### src/gxp_defines.svh
// Timing counts, register codes and reset values of the expander serial interface
`ifndef GXP_DEFINES_SVH
`define GXP_DEFINES_SVH

`define GXP_CLK_MHZ          100
`define GXP_SPIKE_NS         50
`define GXP_SPIKE_CYC        ((`GXP_SPIKE_NS * `GXP_CLK_MHZ + 999) / 1000)
`define GXP_TIMEOUT_MS       25
`define GXP_TIMEOUT_CYC      (`GXP_TIMEOUT_MS * `GXP_CLK_MHZ * 1000)
`define GXP_CMD_IN0          8'h00
`define GXP_CMD_IN1          8'h01
`define GXP_CMD_OUT0         8'h02
`define GXP_CMD_OUT1         8'h03
`define GXP_CMD_POL0         8'h04
`define GXP_CMD_POL1         8'h05
`define GXP_CMD_CFG0         8'h06
`define GXP_CMD_CFG1         8'h07
`define GXP_CMD_TMO          8'h08
`define GXP_OUT_RST          8'hFF
`define GXP_POL_RST          8'h00
`define GXP_CFG_RST          8'hFF
`define GXP_TMO_RST          8'h01
`define GXP_ADDR_BASE        7'h20

`endif

### src/gxp_pkg.sv
// Types shared by the expander serial interface
package gxp_pkg;

    typedef enum logic [2:0] {
        GXP_IDLE = 3'b000,
        GXP_ADDR = 3'b001,
        GXP_AACK = 3'b010,
        GXP_WBYT = 3'b011,
        GXP_WACK = 3'b100,
        GXP_RBYT = 3'b101,
        GXP_RACK = 3'b110
    } gxp_state_t;

    typedef struct packed {
        logic [7:0] lo;
        logic [7:0] hi;
    } gxp_pair_t;

    typedef struct packed {
        logic sda_o;
        logic sda_oe_n;
        logic int_oe_n;
    } gxp_pins_t;

endpackage

### src/gxp_filter.sv
// Synchroniser and spike filter for one serial bus input
`timescale 1ns/1ps
module gxp_filter
    import gxp_pkg::*;
#(
    parameter int CYC = 5
) (
    input  wire logic ref_clk,
    input  wire logic resetn,
    input  wire logic din,
    output logic      dout
);
    typedef struct packed {
        logic       s1;
        logic       s2;
        logic [7:0] cnt;
        logic       q;
    } gxp_flt_t;

    gxp_flt_t st_r;
    gxp_flt_t st_nxt;

    always_comb begin
        st_nxt    = st_r;
        st_nxt.s1 = din;
        st_nxt.s2 = st_r.s1;
        if (st_r.s2 == st_r.q) begin
            st_nxt.cnt = 8'h00;
        end else if (st_r.cnt >= 8'(CYC - 1)) begin
            st_nxt.q   = st_r.s2;
            st_nxt.cnt = 8'h00;
        end else begin
            st_nxt.cnt = st_r.cnt + 8'h01;
        end
    end

    always_ff @(posedge ref_clk or negedge resetn) begin
        if (!resetn) begin
            st_r <= '{s1: 1'b1, s2: 1'b1, cnt: 8'h00, q: 1'b1};
        end else begin
            st_r <= st_nxt;
        end
    end

    assign dout = st_r.q;
endmodule

### src/gxp_i2c_expander.sv
// Two-wire slave interface and register set of a 16-bit port expander
//
// Overview of operation
// - Either line low for the lock-up interval resets the serial interface.
// - Timeout register bit 0 clear disables the lock-up timeout.
// - SDA and SCL pass a filter dropping pulses under 50 ns.
// - Sixteen I/O lines, direction and level set over the serial bus.
// - After reset every I/O line is an input.
// - Three select pins choose the 7-bit address among eight values.
// - Device is slave only; it never drives SCL.
// - START, address with R/W, command byte, data bytes, STOP.
// - Idle bus has both lines released high.
// - SDA falling while SCL high is START.
// - SDA rising while SCL high is STOP.
// - After STOP the interface is idle and waits for START.
// - Interrupt output is open-drain active low.
// - R/W bit low writes, high reads.
// - First written byte is the command selecting the register.
// - Successive bytes alternate between the two registers of a pair; the timeout register keeps its command.
`timescale 1ns/1ps
`include "gxp_defines.svh"
module gxp_i2c_expander
    import gxp_pkg::*;
#(
    parameter int TIMEOUT_CYC = `GXP_TIMEOUT_CYC,
    parameter int SPIKE_CYC   = `GXP_SPIKE_CYC
) (
    input  wire logic            ref_clk,
    input  wire logic            resetn,
    input  wire logic            scl_i,
    input  wire logic            sda_i,
    output gxp_pkg::gxp_pins_t   pins,
    input  wire logic            addr_sel_pin0,
    input  wire logic            addr_sel_pin1,
    input  wire logic            addr_sel_pin2,
    input  wire logic [7:0]      port_low_lines_i,
    input  wire logic [7:0]      port_high_lines_i,
    output gxp_pkg::gxp_pair_t   port_o,
    output gxp_pkg::gxp_pair_t   port_oe_n,
    input  wire logic            int_req
);
    import gxp_pkg::*;

    ////////////////////////////////////////////////////////////////////////////
    typedef struct packed {
        gxp_state_t  fsm;
        logic        scl_d;
        logic        sda_d;
        logic [2:0]  a_s1;
        logic [2:0]  a_s2;
        logic [15:0] pin_s1;
        logic [15:0] pin_s2;
        logic        int_s1;
        logic        int_s2;
        logic [3:0]  bitn;
        logic [7:0]  sh;
        logic        rd;
        logic        have_cmd;
        logic [7:0]  cmd;
        logic        ack_ok;
        logic        nack;
        gxp_pair_t   outp;
        gxp_pair_t   pol;
        gxp_pair_t   cfg;
        logic [7:0]  tmo;
        logic [31:0] low_cnt;
        gxp_pins_t   pins;
        gxp_pair_t   po;
        gxp_pair_t   poe;
    } gxp_st_t;

    gxp_st_t st_r;
    gxp_st_t st_nxt;
    logic    scl_f;
    logic    sda_f;

    ////////////////////////////////////////////////////////////////////////////
    // Filtered bus inputs
    gxp_filter #(.CYC(SPIKE_CYC)) u_flt_scl (
        .ref_clk (ref_clk),
        .resetn  (resetn),
        .din     (scl_i),
        .dout    (scl_f)
    );
    gxp_filter #(.CYC(SPIKE_CYC)) u_flt_sda (
        .ref_clk (ref_clk),
        .resetn  (resetn),
        .din     (sda_i),
        .dout    (sda_f)
    );

    ////////////////////////////////////////////////////////////////////////////
    function automatic logic [7:0] rd_reg(input logic [7:0] c, input gxp_st_t s);
        logic [15:0] inv;
        inv = s.pin_s2 ^ {s.pol.hi, s.pol.lo};
        case (c)
            `GXP_CMD_IN0:  rd_reg = inv[7:0];
            `GXP_CMD_IN1:  rd_reg = inv[15:8];
            `GXP_CMD_OUT0: rd_reg = s.outp.lo;
            `GXP_CMD_OUT1: rd_reg = s.outp.hi;
            `GXP_CMD_POL0: rd_reg = s.pol.lo;
            `GXP_CMD_POL1: rd_reg = s.pol.hi;
            `GXP_CMD_CFG0: rd_reg = s.cfg.lo;
            `GXP_CMD_CFG1: rd_reg = s.cfg.hi;
            `GXP_CMD_TMO:  rd_reg = s.tmo;
            default:       rd_reg = 8'hFF;
        endcase
    endfunction

    // Pair partner: flip bit 0 inside the paired range, timeout stays put
    function automatic logic [7:0] next_cmd(input logic [7:0] c);
        if (c < `GXP_CMD_TMO) begin
            next_cmd = c ^ 8'h01;
        end else begin
            next_cmd = c;
        end
    endfunction

    ////////////////////////////////////////////////////////////////////////////
    logic       scl_rise;
    logic       scl_fall;
    logic       start_c;
    logic       stop_c;
    logic [6:0] my_addr;
    logic [7:0] rbyte;
    logic [7:0] rd_val;

    always_comb begin
        scl_rise = scl_f && !st_r.scl_d;
        scl_fall = !scl_f && st_r.scl_d;
        start_c  = scl_f && st_r.scl_d && st_r.sda_d && !sda_f;
        stop_c   = scl_f && st_r.scl_d && !st_r.sda_d && sda_f;
        my_addr  = `GXP_ADDR_BASE + {1'b0, st_r.a_s2, 3'b000};
        rbyte    = {st_r.sh[6:0], sda_f};
        rd_val   = rd_reg(st_r.cmd, st_r);

        st_nxt        = st_r;
        st_nxt.scl_d  = scl_f;
        st_nxt.sda_d  = sda_f;
        st_nxt.a_s1   = {addr_sel_pin2, addr_sel_pin1, addr_sel_pin0};
        st_nxt.a_s2   = st_r.a_s1;
        st_nxt.pin_s1 = {port_high_lines_i, port_low_lines_i};
        st_nxt.pin_s2 = st_r.pin_s1;
        st_nxt.int_s1 = int_req;
        st_nxt.int_s2 = st_r.int_s1;
        st_nxt.pins.int_oe_n = !st_r.int_s2;
        st_nxt.pins.sda_o    = 1'b0;
        st_nxt.po  = st_r.outp;
        st_nxt.poe = st_r.cfg;

        if (!scl_f || !sda_f) begin
            st_nxt.low_cnt = st_r.low_cnt + 32'h1;
        end else begin
            st_nxt.low_cnt = 32'h0;
        end

        if (scl_rise) begin
            st_nxt.sh = rbyte;
        end

        case (st_r.fsm)
            GXP_IDLE: begin
                st_nxt.pins.sda_oe_n = 1'b1;
            end
            GXP_ADDR: begin
                if (scl_rise) begin
                    st_nxt.bitn = st_r.bitn + 4'h1;
                end
                if (scl_fall && st_r.bitn == 4'h8) begin
                    st_nxt.bitn = 4'h0;
                    st_nxt.rd   = st_r.sh[0];
                    if (st_r.sh[7:1] == my_addr) begin
                        st_nxt.fsm           = GXP_AACK;
                        st_nxt.pins.sda_oe_n = 1'b0;
                    end else begin
                        st_nxt.fsm = GXP_IDLE;
                    end
                end
            end
            GXP_AACK: begin
                if (scl_fall) begin
                    st_nxt.pins.sda_oe_n = 1'b1;
                    if (st_r.rd) begin
                        st_nxt.fsm           = GXP_RBYT;
                        st_nxt.sh            = rd_val;
                        st_nxt.pins.sda_oe_n = rd_val[7];
                    end else begin
                        st_nxt.fsm      = GXP_WBYT;
                        st_nxt.have_cmd = 1'b0;
                    end
                end
            end
            GXP_WBYT: begin
                if (scl_rise) begin
                    st_nxt.bitn = st_r.bitn + 4'h1;
                end
                if (scl_fall && st_r.bitn == 4'h8) begin
                    st_nxt.bitn          = 4'h0;
                    st_nxt.fsm           = GXP_WACK;
                    st_nxt.pins.sda_oe_n = 1'b0;
                    if (!st_r.have_cmd) begin
                        st_nxt.cmd      = st_r.sh;
                        st_nxt.have_cmd = 1'b1;
                    end else begin
                        case (st_r.cmd)
                            `GXP_CMD_OUT0: st_nxt.outp.lo = st_r.sh;
                            `GXP_CMD_OUT1: st_nxt.outp.hi = st_r.sh;
                            `GXP_CMD_POL0: st_nxt.pol.lo  = st_r.sh;
                            `GXP_CMD_POL1: st_nxt.pol.hi  = st_r.sh;
                            `GXP_CMD_CFG0: st_nxt.cfg.lo  = st_r.sh;
                            `GXP_CMD_CFG1: st_nxt.cfg.hi  = st_r.sh;
                            `GXP_CMD_TMO:  st_nxt.tmo     = st_r.sh;
                            default:       st_nxt.tmo     = st_r.tmo;
                        endcase
                        st_nxt.cmd = next_cmd(st_r.cmd);
                    end
                end
            end
            GXP_WACK: begin
                if (scl_fall) begin
                    st_nxt.pins.sda_oe_n = 1'b1;
                    st_nxt.fsm           = GXP_WBYT;
                end
            end
            GXP_RBYT: begin
                // Shift out on falling edges, MSB first
                if (scl_fall) begin
                    st_nxt.bitn = st_r.bitn + 4'h1;
                    if (st_r.bitn == 4'h7) begin
                        st_nxt.bitn          = 4'h0;
                        st_nxt.fsm           = GXP_RACK;
                        st_nxt.pins.sda_oe_n = 1'b1;
                        st_nxt.cmd           = next_cmd(st_r.cmd);
                    end else begin
                        st_nxt.sh            = {st_r.sh[6:0], 1'b1};
                        st_nxt.pins.sda_oe_n = st_r.sh[6];
                    end
                end else if (scl_rise) begin
                    st_nxt.sh = st_r.sh;
                end
            end
            GXP_RACK: begin
                if (scl_rise) begin
                    st_nxt.nack = sda_f;
                end
                if (scl_fall) begin
                    if (st_r.nack) begin
                        st_nxt.fsm = GXP_IDLE;
                    end else begin
                        st_nxt.fsm           = GXP_RBYT;
                        st_nxt.sh            = rd_val;
                        st_nxt.pins.sda_oe_n = rd_val[7];
                    end
                end
            end
            default: begin
                st_nxt.fsm = GXP_IDLE;
            end
        endcase

        // Conditions on the bus override the byte engine
        if (start_c) begin
            st_nxt.fsm           = GXP_ADDR;
            st_nxt.bitn          = 4'h0;
            st_nxt.pins.sda_oe_n = 1'b1;
        end else if (stop_c) begin
            st_nxt.fsm           = GXP_IDLE;
            st_nxt.pins.sda_oe_n = 1'b1;
        end

        if (st_r.tmo[0] && st_r.low_cnt >= 32'(TIMEOUT_CYC)) begin
            st_nxt.fsm           = GXP_IDLE;
            st_nxt.bitn          = 4'h0;
            st_nxt.pins.sda_oe_n = 1'b1;
            st_nxt.low_cnt       = 32'h0;
        end
    end

    ////////////////////////////////////////////////////////////////////////////
    always_ff @(posedge ref_clk or negedge resetn) begin
        if (!resetn) begin
            st_r          <= '0;
            st_r.fsm      <= GXP_IDLE;
            st_r.scl_d    <= 1'b1;
            st_r.sda_d    <= 1'b1;
            st_r.outp     <= {`GXP_OUT_RST, `GXP_OUT_RST};
            st_r.pol      <= {`GXP_POL_RST, `GXP_POL_RST};
            st_r.cfg      <= {`GXP_CFG_RST, `GXP_CFG_RST};
            st_r.tmo      <= `GXP_TMO_RST;
            st_r.pins     <= '{sda_o: 1'b0, sda_oe_n: 1'b1, int_oe_n: 1'b1};
            st_r.po       <= {`GXP_OUT_RST, `GXP_OUT_RST};
            st_r.poe      <= {`GXP_CFG_RST, `GXP_CFG_RST};
        end else begin
            st_r <= st_nxt;
        end
    end

    assign pins      = st_r.pins;
    assign port_o    = st_r.po;
    assign port_oe_n = st_r.poe;
endmodule

### config.mk
export PLATFORM = sky130hd
export DESIGN_NAME = gxp_i2c_expander
export DESIGN_NICKNAME = d
export VERILOG_FILES = /design/src/gxp_pkg.sv /design/src/gxp_filter.sv /design/src/gxp_i2c_expander.sv
export VERILOG_INCLUDE_DIRS = /design/src
export SDC_FILE = /design/constraint.sdc
export NUM_CORES = 1
export LEC_CHECK = 0
export ABC_CLOCK_PERIOD_IN_PS = 2650
export BUFFER_PORTS_ARGS = -buffer_cell sky130_fd_sc_hd__buf_2
export CORE_MARGIN = 8
export CORE_UTILIZATION = 61
export CTS_CLUSTER_SIZE = 12
export DETAILED_ROUTE_END_ITERATION = 8
export GPL_TIMING_DRIVEN = 1
export PLACE_DENSITY = 0.9
export SYNTH_ARGS = -nofsm -noshare
export SYNTH_HDL_FRONTEND = slang
export SYNTH_SLANG_ARGS = --single-unit
export TNS_END_PERCENT = 5
### constraint.sdc
create_clock -name ref_clk -period 2.65 [get_ports ref_clk]
set_input_delay 0.795 -clock ref_clk [delete_from_list [all_inputs] [get_ports ref_clk]]
set_output_delay 0.795 -clock ref_clk [all_outputs]
set_load 0.01 [all_outputs]
==> results of run 1 <==
## per-stage QoR
stage | power [mW] | utilization [%] | instance area [sq um]
floorplan | 4.42 | - | 9590
global placement | 4.87 | 65.8 | 10000
detailed placement | 4.93 | 65.8 | 10000
CTS | 7.73 | 70.0 | 10700
global route | 8.02 | 70.0 | 10700
finish | 7.70 | 70.0 | 10700
## cells by family after synthesis
| family | count (synthesis) |
|---|---|
| simple gates | 258 |
| flops | 212 |
| compound gates | 138 |
| buf+inv | 103 |
| mux | 71 |
| xor+xnor | 41 |
| fa+ha+maj | 8 |
| other cells | 1 |
## final cells by class
type	count	share of cell area (%)
Clock buffer	35	5.81
Sequential cell	212	50.6
Tap cell	211	2.47
Timing Repair Buffer	95	5.78
Clock inverter	3	0.164
Multi-Input combinational cell	527	34.3
Inverter	25	0.879
## synth_stat cells, drive strengths merged (5+ instances only)
master	count	area share, %
nand2	45	1.8
a31oi	7	0.46
o21ai	34	1.8
dfrtp	137	36
buf	42	3.1
o221ai	5	0.46
xor2	14	1.3
nand2b	12	0.79
nor3	13	0.68
o211ai	5	0.39
o22ai	5	0.33
nor2b	13	0.85
and3	10	0.66
dfstp	75	21
a22oi	6	0.47
a21oi	27	1.4
a41oi	5	0.46
mux2i	8	0.84
nor4	18	1.2
nor2	69	3.2
nand4	13	1.2
nand3	21	1.2
or3	8	0.52
ha	8	1.0
inv	24	0.94
clkbuf	36	1.4
xnor2	27	2.5
mux2	62	7.3
and2	6	0.39
## state kept, by name, indices dropped and copies added, names as in the netlist
name	count
st_r	97
st_nxt	52
port_o	16
port_oe_n	16
u_flt_scl.st_r	9
u_flt_sda.st_r	9
rbyte	7
pins	2
u_flt_scl.dout	1
u_flt_scl.st_nxt	1
u_flt_sda.dout	1
u_flt_sda.st_nxt	1
## metal layers
metal	vias up	share of wire, %	global-route usage [%]
li1	2999	-	-
met1	3279	41	28.8
met2	330	47	33.5
met3	58	9.1	4.76
met4	0	2.7	6.28
met5	-	0	0
## worst max-delay path by stage
stage,endpoint,slack [ns],cells past startpoint,start
2_1_floorplan,st_r[91]$_DFFE_PN0P_,0.52,8,st_r[143]$_DFFE_PN0P_
3_3_place_gp,rbyte[1]$_DFFE_PN0P_,0.42,7,u_flt_scl.dout$_DFFE_PN1P_
3_5_place_dp,st_nxt[27]$_DFFE_PN1P_,0.33,6,st_r[129]$_DFFE_PN0P_
4_1_cts,st_nxt[19]$_DFFE_PN1P_,0.28,6,st_r[129]$_DFFE_PN0P_
5_1_grt,st_r[95]$_DFFE_PN0P_,0.18,7,st_r[188]$_DFF_PN1_
6_report,st_nxt[19]$_DFFE_PN1P_,0.27,6,st_r[129]$_DFFE_PN0P_
## worst max-delay path: stages, from the launching register on
cell and delay [ns]:
sky130_fd_sc_hd__dfrtp_1 0.38, sky130_fd_sc_hd__or4_1 0.57, sky130_fd_sc_hd__buf_4 0.19, sky130_fd_sc_hd__nor3_1 0.30, sky130_fd_sc_hd__nand3_2 0.18, sky130_fd_sc_hd__nor2_4 0.28
sky130_fd_sc_hd__mux2_2 0.39
## power groups by stage
stage	Sequential [mW]	Clock (mW)	Combinational, mW
floorplan	3.61	0	0.819
global placement	3.75	0	1.12
detailed placement	3.77	0	1.16
CTS	3.72	2.83	1.18
global route	3.75	2.96	1.31
finish	3.73	2.78	1.19
==> flow_summary.ini, run 1 <==
[outcome]
run_status = complete, no violations

[critical_path]
cp-start-kind = flip-flop
setup.reg_to_reg.worst_slack_ns = 0.27
r2r-end = st_nxt[19]$_DFFE_PN1P_
r2r-start = st_r[129]$_DFFE_PN0P_
required_ns = 3.07
worst-endpoint-arrival_ns = 2.80
cp-end-kind = flip-flop
worst-setup-path-type = reg2reg
timing.reg2reg.worst_path_depth = 6
worst-path-max-fanout = 8

[routing]
drt-wirelength-per-cell_um = 19.0
route.detailed.vias_per_inst = 6.02
drt-initial-drc-count = 594
drt-pass1-iter-count = 5
route.final.wire_length_um = 21100
drc = 0
ant_nets = 0
detailroute.via_count = 6666

[logic_synthesis]
synthMuxAreaShare_pct = 8.39
mappedNetlistArea_sq_mm = 0.00955
synth_top_family_by_area = simple AND/OR/NAND/NOR gates
yosys.area_share.simple_pct = 15.0
synth_flop_cell = sky130_fd_sc_hd__dfrtp_1
synth.distinct_cells = 76
post_synth_fa_ha_maj_area_fraction_pct = 1.05
yosys_warnings = 0
asyncSetResetFlopFracSynth_pct = 100
syn-mean-instance-area_sq_um = 11.5
ys_seq_elements = 212
number_of_enable_flip_flop_cells_after_synthesis = 0
synth_xor_xnor_area_share_pct = 3.76
synthesis.instances = 832
ys_seq_area_share_pct = 56.5
synth-compound-area-share_pct = 9.72

[timing]
clock_skew_ns = 0.0126
maxSlewHeadroom_pct = 60.5
maxSlewViolCount = 0
clock.fmax_ghz = 0.419
holdWs_ns = 0.275
min_period_ns = 2.38
rsz0062_at_grt = false
worst_max_slew_pin_slew_ns = 0.593
timing.final.hold_violations = 0
fin_setup_tns_ns = 0
finalWorstSetupSlack_ns = 0.266
layout_worst_path_cycle_share_pct = 90.0
setup_violations = 0

[die]
coreArea_sq_mm = 0.0153
top_level_ports = 59
start_util_pct = 62.6
die-width_um = 141
fp-row-count = 45
chipHeight_um = 141
fp.dieArea_sq_mm = 0.0199

[clock_tree]
clk_transition_reported_paths_ns = 0.06
h-tree-depth = 1
tritoncts = done
cts_num_sinks = 212
tritoncts.num_buffers = 22
hold_buffers = 0
post-cts-setup-buffer-count = 0
cts.path.max_buffers = 3
worstSkewPairLatency_ns = 0.50
master_cell_of_the_clock_root_buffer = sky130_fd_sc_hd__clkbuf_16
post_cts_resize_count = 0

[pwr]
net_sw_share_pct = 28.3
share_comb_of_total_power_pct = 15.4
clock_power_share_pct = 36.1
p_leak_nw = 4.68
ir_drop_mv = 0.669
power_per_cell_area_mw_per_mm2 = 722
power.sequential.fraction_pct = 48.4
switchingPower_mw = 2.18
cellInternalPower_mw = 5.52

[global_route]
vias_in_the_first_global_route = 6504
gr-total-overflow = 0
maximum_number_of_pins_on_one_net_before_global_route_repair = 66
grt_first_pass_wirelength_um = 34200
global_route.usage.total_pct = 21.2
grt_antenna_before_repair = 0

[layout]
antenna_cells_inserted = 0
regArea_sq_mm = 0.00540
drive_gt1_share_pct = 31.2
layout.cells.non_filler = 1108
flow.area_growth_from_synthesis_pct = 11.8
multi_input_comb_area_sq_mm = 0.00366
nFillCells = 1060
mostFrequentLayoutCell = sky130_fd_sc_hd__dfrtp_1
most-common-layout-cells = sky130_fd_sc_hd__dfrtp_1 (137), sky130_fd_sc_hd__dfstp_2 (75), sky130_fd_sc_hd__nor2_1 (62)
nNetsFinal = 915

[flow_run]
timing.max_cap.violations = 0

[place]
port_buffers = 57
numPlacedInstances = 1070
place_ws_ns = 0.333
dp_hpwl_um = 14200
place_congestion = 0.945

[worst_hold_path]
timing.hold.worst.class = in2async
Power figures use the tool's default switching activity.
==> inputs of run 2 (changes only) <==
- MAX_ROUTING_LAYER: unset -> met4
==> flow_summary.ini, run 2 (same netlist as run 1, synthesis figures left out) <==
[outcome]
run_status = complete, no violations

[layout]
register_with_the_highest_flop_count = st_r
drive_gt1_share_pct = 31.2
flow.area_growth_from_synthesis_pct = 11.7
largest_register_ff_count = 97
final_design_area_no_fill_sq_mm = 0.0107
mostFrequentLayoutCell = sky130_fd_sc_hd__dfrtp_1
most-common-layout-cells = sky130_fd_sc_hd__dfrtp_1 (137), sky130_fd_sc_hd__dfstp_2 (75), sky130_fd_sc_hd__nor2_1 (62)
layout.cells.non_filler = 1111
nNetsFinal = 916
antenna_cells_inserted = 0

[die]
fp.dieArea_sq_mm = 0.0199
fp-row-count = 45
die-width_um = 141
top_level_ports = 59
chipHeight_um = 141
coreArea_sq_mm = 0.0153
start_util_pct = 62.6

[critical_path]
r2r-start = st_r[129]$_DFFE_PN0P_
cp-start-kind = flip-flop
crit_buf_inv = 1
setup.reg_to_reg.worst_slack_ns = 0.30
required_ns = 3.07
cp-end-kind = flip-flop
r2r-end = st_nxt[16]$_DFFE_PN1P_
critical_path_depth = 6
cp_cell_sequence = or4_1, buf_4, nor3_1, nand3_2, nor2_4, mux2_2
critical_path.top_delay_family = simple AND/OR/NAND/NOR gates
timing.reg2reg.worst_path_depth = 6
worst-path-max-fanout = 8
critical_path_endpoint = st_nxt[16]$_DFFE_PN1P_
crit_path_max_incr_delay_ns = 0.57
worst-endpoint-arrival_ns = 2.77
launching_instance_or_port_of_the_critical_path = st_r[129]$_DFFE_PN0P_
worst-setup-path-type = reg2reg
crit_slowest_cell = sky130_fd_sc_hd__or4_1

[clock_tree]
post-cts-setup-buffer-count = 0
post_cts_resize_count = 0
hold_buffers = 0
clk_transition_reported_paths_ns = 0.06
cts.path.max_buffers = 3
master_cell_of_the_clock_root_buffer = sky130_fd_sc_hd__clkbuf_16
cts_num_sinks = 212
worstSkewPairLatency_ns = 0.50
tritoncts = done
tritoncts.num_buffers = 22
h-tree-depth = 1

[routing]
ant_nets = 0
route.final.wire_length_um = 21200
drc = 0
drt-pass1-iter-count = 5
drt-wirelength-per-cell_um = 19.1
drt-initial-drc-count = 572
route.detailed.vias_per_inst = 5.96
detailroute.via_count = 6617

[place]
place_ws_ns = 0.344
dpl_cell_area_sq_mm = 0.0100
port_buffers = 57
place_congestion = 0.952
numPlacedInstances = 1071
dp_hpwl_um = 14400

[pwr]
cellInternalPower_mw = 5.54
switchingPower_mw = 2.17
power_per_cell_area_mw_per_mm2 = 723
net_sw_share_pct = 28.2
share_comb_of_total_power_pct = 15.7
p_leak_nw = 4.67
ir_drop_mv = 0.685
power.sequential.fraction_pct = 48.1
clock_power_share_pct = 36.2

[timing]
rsz0062_at_grt = false
maxSlewHeadroom_pct = 55.3
clock_skew_ns = 0.0167
timing.final.hold_violations = 0
fin_setup_tns_ns = 0
worst_max_slew_pin_slew_ns = 0.665
holdWs_ns = 0.265
clock.fmax_ghz = 0.426
maxSlewViolCount = 0
min_period_ns = 2.35
finalWorstSetupSlack_ns = 0.304
setup_violations = 0
layout_worst_path_cycle_share_pct = 88.5

[worst_hold_path]
timing.hold.worst.class = in2async

[global_route]
maximum_number_of_pins_on_one_net_before_global_route_repair = 58
gr-total-overflow = 0
grt_antenna_before_repair = 0
global_route.usage.total_pct = 22.2
vias_in_the_first_global_route = 6520
grt_first_pass_wirelength_um = 34700

[flow_run]
timing.max_cap.violations = 0
[run 2: changes by cell type in the layout (fill, tap and decap cells not counted)]
cell / change
sky130_fd_sc_hd__buf_12: -2
sky130_fd_sc_hd__buf_4: +3
sky130_fd_sc_hd__clkbuf_1: +2
[run 2: how the worst min path moves through the flow]
stage                               start               endpoint
global placement    st_nxt[160]$_DFF_PN0_    st_r[160]$_DFF_PN0_
detailed placement  st_nxt[151]$_DFF_PN0_    st_r[151]$_DFF_PN0_
floorplan           st_nxt[147]$_DFF_PN0_    st_r[147]$_DFF_PN0_
CTS                                resetn  st_r[146]$_DFFE_PN0P_
finish                             resetn  st_r[146]$_DFFE_PN0P_
global route                       resetn  st_r[146]$_DFFE_PN0P_
[run 2: final cells by class]
type / count / area (sq um)
Clock buffer: 37 / 628
Clock inverter: 3 / 17.5
Fill cell: 1041 / 4590
Inverter: 25 / 93.8
Multi-Input combinational cell: 527 / 3660
Sequential cell: 212 / 5400
Tap cell: 211 / 264
Timing Repair Buffer: 96 / 599
[run 2: power groups by stage]
stage	Sequential, mW	Clock [mW]	Combinational, mW
floorplan	3.61	0	0.819
global placement	3.73	0	1.14
detailed placement	3.74	0	1.18
CTS	3.70	2.83	1.19
global route	3.73	2.97	1.33
finish	3.71	2.79	1.21
[run 2: per-layer routing]
| metal | track usage, % | wire length [um] |
|---|---|---|
| met4 | 6.67 | 569 |
| met2 | 33.5 | 9830 |
| met5 | - | 0 |
| met1 | 29.7 | 9070 |
| met3 | 4.73 | 1760 |
[run 2: per-stage QoR]
step / total power, mW / utilization [%]
detailed placement: 4.92 / 65.7
global placement: 4.87 / 65.7
finish: 7.71 / 69.9
floorplan: 4.42 / -
global route: 8.03 / 69.9
CTS: 7.72 / 69.9
==> inputs of run 3 (changes only) <==
- PLACE_DENSITY: 0.9 -> 0.82
- RECOVER_POWER: unset -> 100
==> flow_summary.ini, run 3 (same netlist as run 1, synthesis figures left out) <==
[outcome]
run_status = complete, no violations

[layout]
mostFrequentLayoutCell = sky130_fd_sc_hd__dfrtp_1
register_with_the_highest_flop_count = st_r
nNetsFinal = 915
largest_register_ff_count = 97
antenna_cells_inserted = 0
drive_gt1_share_pct = 23.5
most-common-layout-cells = sky130_fd_sc_hd__dfrtp_1 (137), sky130_fd_sc_hd__nor2_1 (62), sky130_fd_sc_hd__mux2_2 (60)
flow.area_growth_from_synthesis_pct = 12.1
nFillCells = 1109

[global_route]
gr-total-overflow = 0
global_route.usage.total_pct = 21.7
grt_first_pass_wirelength_um = 33800
maximum_number_of_pins_on_one_net_before_global_route_repair = 57
vias_in_the_first_global_route = 6424
grt_antenna_before_repair = 0

[routing]
route.final.wire_length_um = 20600
drt-pass1-iter-count = 5
ant_nets = 0
route.detailed.vias_per_inst = 5.85
drt-initial-drc-count = 536
detailroute.via_count = 6485
drc = 0
drt-wirelength-per-cell_um = 18.6

[critical_path]
cp-start-kind = flip-flop
worst-endpoint-arrival_ns = 2.83
cp_cell_sequence = nand2b_1, nor4_2, buf_4, nand2_1, nor2_2, mux2_2
critical_path_depth = 6
launching_instance_or_port_of_the_critical_path = st_r[188]$_DFF_PN1_
crit_slowest_cell = sky130_fd_sc_hd__dfstp_1
r2r-start = st_r[188]$_DFF_PN1_
critical_path.top_delay_family = simple AND/OR/NAND/NOR gates
crit_path_max_incr_delay_ns = 0.73
r2r-end = st_r[69]$_DFFE_PN0P_
worst-setup-path-type = reg2reg
worst-path-max-fanout = 13
timing.reg2reg.worst_path_depth = 6
cp-end-kind = flip-flop
required_ns = 3.03
setup.reg_to_reg.worst_slack_ns = 0.20
crit_buf_inv = 1
critical_path_endpoint = st_r[69]$_DFFE_PN0P_

[timing]
setup_violations = 0
fin_setup_tns_ns = 0
clock_skew_ns = 0.0232
timing.final.hold_violations = 0
clock.fmax_ghz = 0.409
worst_max_slew_pin_slew_ns = 1.41
maxSlewViolCount = 0
maxSlewHeadroom_pct = 6.19
layout_worst_path_cycle_share_pct = 92.4
rsz0062_at_grt = false
min_period_ns = 2.45
holdWs_ns = 0.343

[die]
start_util_pct = 62.6
top_level_ports = 59
chipHeight_um = 141
fp.dieArea_sq_mm = 0.0199
coreArea_sq_mm = 0.0153
die-width_um = 141
fp-row-count = 45

[clock_tree]
master_cell_of_the_clock_root_buffer = sky130_fd_sc_hd__clkbuf_16
hold_buffers = 0
tritoncts.num_buffers = 23
cts.path.max_buffers = 3
cts_num_sinks = 212
post-cts-setup-buffer-count = 0
tritoncts = done
post_cts_resize_count = 0
worstSkewPairLatency_ns = 0.51
clk_transition_reported_paths_ns = 0.06
h-tree-depth = 1

[place]
port_buffers = 57
dp_hpwl_um = 13900
place_congestion = 0.982

[pwr]
total_power_after_layout_mw = 8.10
power_per_cell_area_mw_per_mm2 = 757
p_leak_nw = 4.57
ir_drop_mv = 0.554

[flow_run]
timing.max_cap.violations = 0

[worst_hold_path]
timing.hold.worst.class = reg2reg
hold_depth = 0
-- run 3: power by group --
group / internal, mW / switching, mW / leakage (nW)
clock network: 1.99 / 1.22 / 0.377
logic: 0.480 / 0.716 / 1.63
registers: 3.43 / 0.258 / 2.56
-- run 3: layout make-up --
cell class / instances / area (sq um) / area share, %
Tap cell: 211 / 264 / 2.47
Inverter: 25 / 93.8 / 0.877
Sequential cell: 212 / 5400 / 50.5
Multi-Input combinational cell: 527 / 3660 / 34.2
Clock buffer: 36 / 696 / 6.50
Timing Repair Buffer: 94 / 512 / 4.78
Clock inverter: 4 / 73.8 / 0.690
-- run 3: layer usage --
| layer | global-route usage (%) | routed length, um |
|---|---|---|
| met1 | 29.1 | 8990 |
| met2 | 33.5 | 9730 |
| met3 | 3.71 | 1450 |
| met4 | 6.05 | 419 |
| met5 | - | 0 |
-- run 3: how the worst min path moves through the flow --
stage / start / endpoint
global route: st_nxt[162]$_DFF_PN0_ / st_r[162]$_DFF_PN0_
CTS: resetn / st_nxt[151]$_DFF_PN0_
floorplan: st_nxt[147]$_DFF_PN0_ / st_r[147]$_DFF_PN0_
finish: st_nxt[157]$_DFF_PN0_ / st_r[157]$_DFF_PN0_
detailed placement: st_nxt[160]$_DFF_PN0_ / st_r[160]$_DFF_PN0_
global placement: st_nxt[157]$_DFF_PN0_ / st_r[157]$_DFF_PN0_
-- run 3: stage by stage --
step / utilization [%] / instance area [sq um] / instances / setup slack (ns)
2_1_floorplan: - / 9590 / 842 / 0.518
4_1_cts: 70.8 / 10800 / 1109 / 0.283
6_report: 70.1 / 10700 / 1109 / 0.202
3_5_place_dp: 65.7 / 10000 / 1069 / 0.286
3_3_place_gp: 65.7 / 10000 / 1069 / 0.343
5_1_grt: 70.1 / 10700 / 1109 / 0.0788
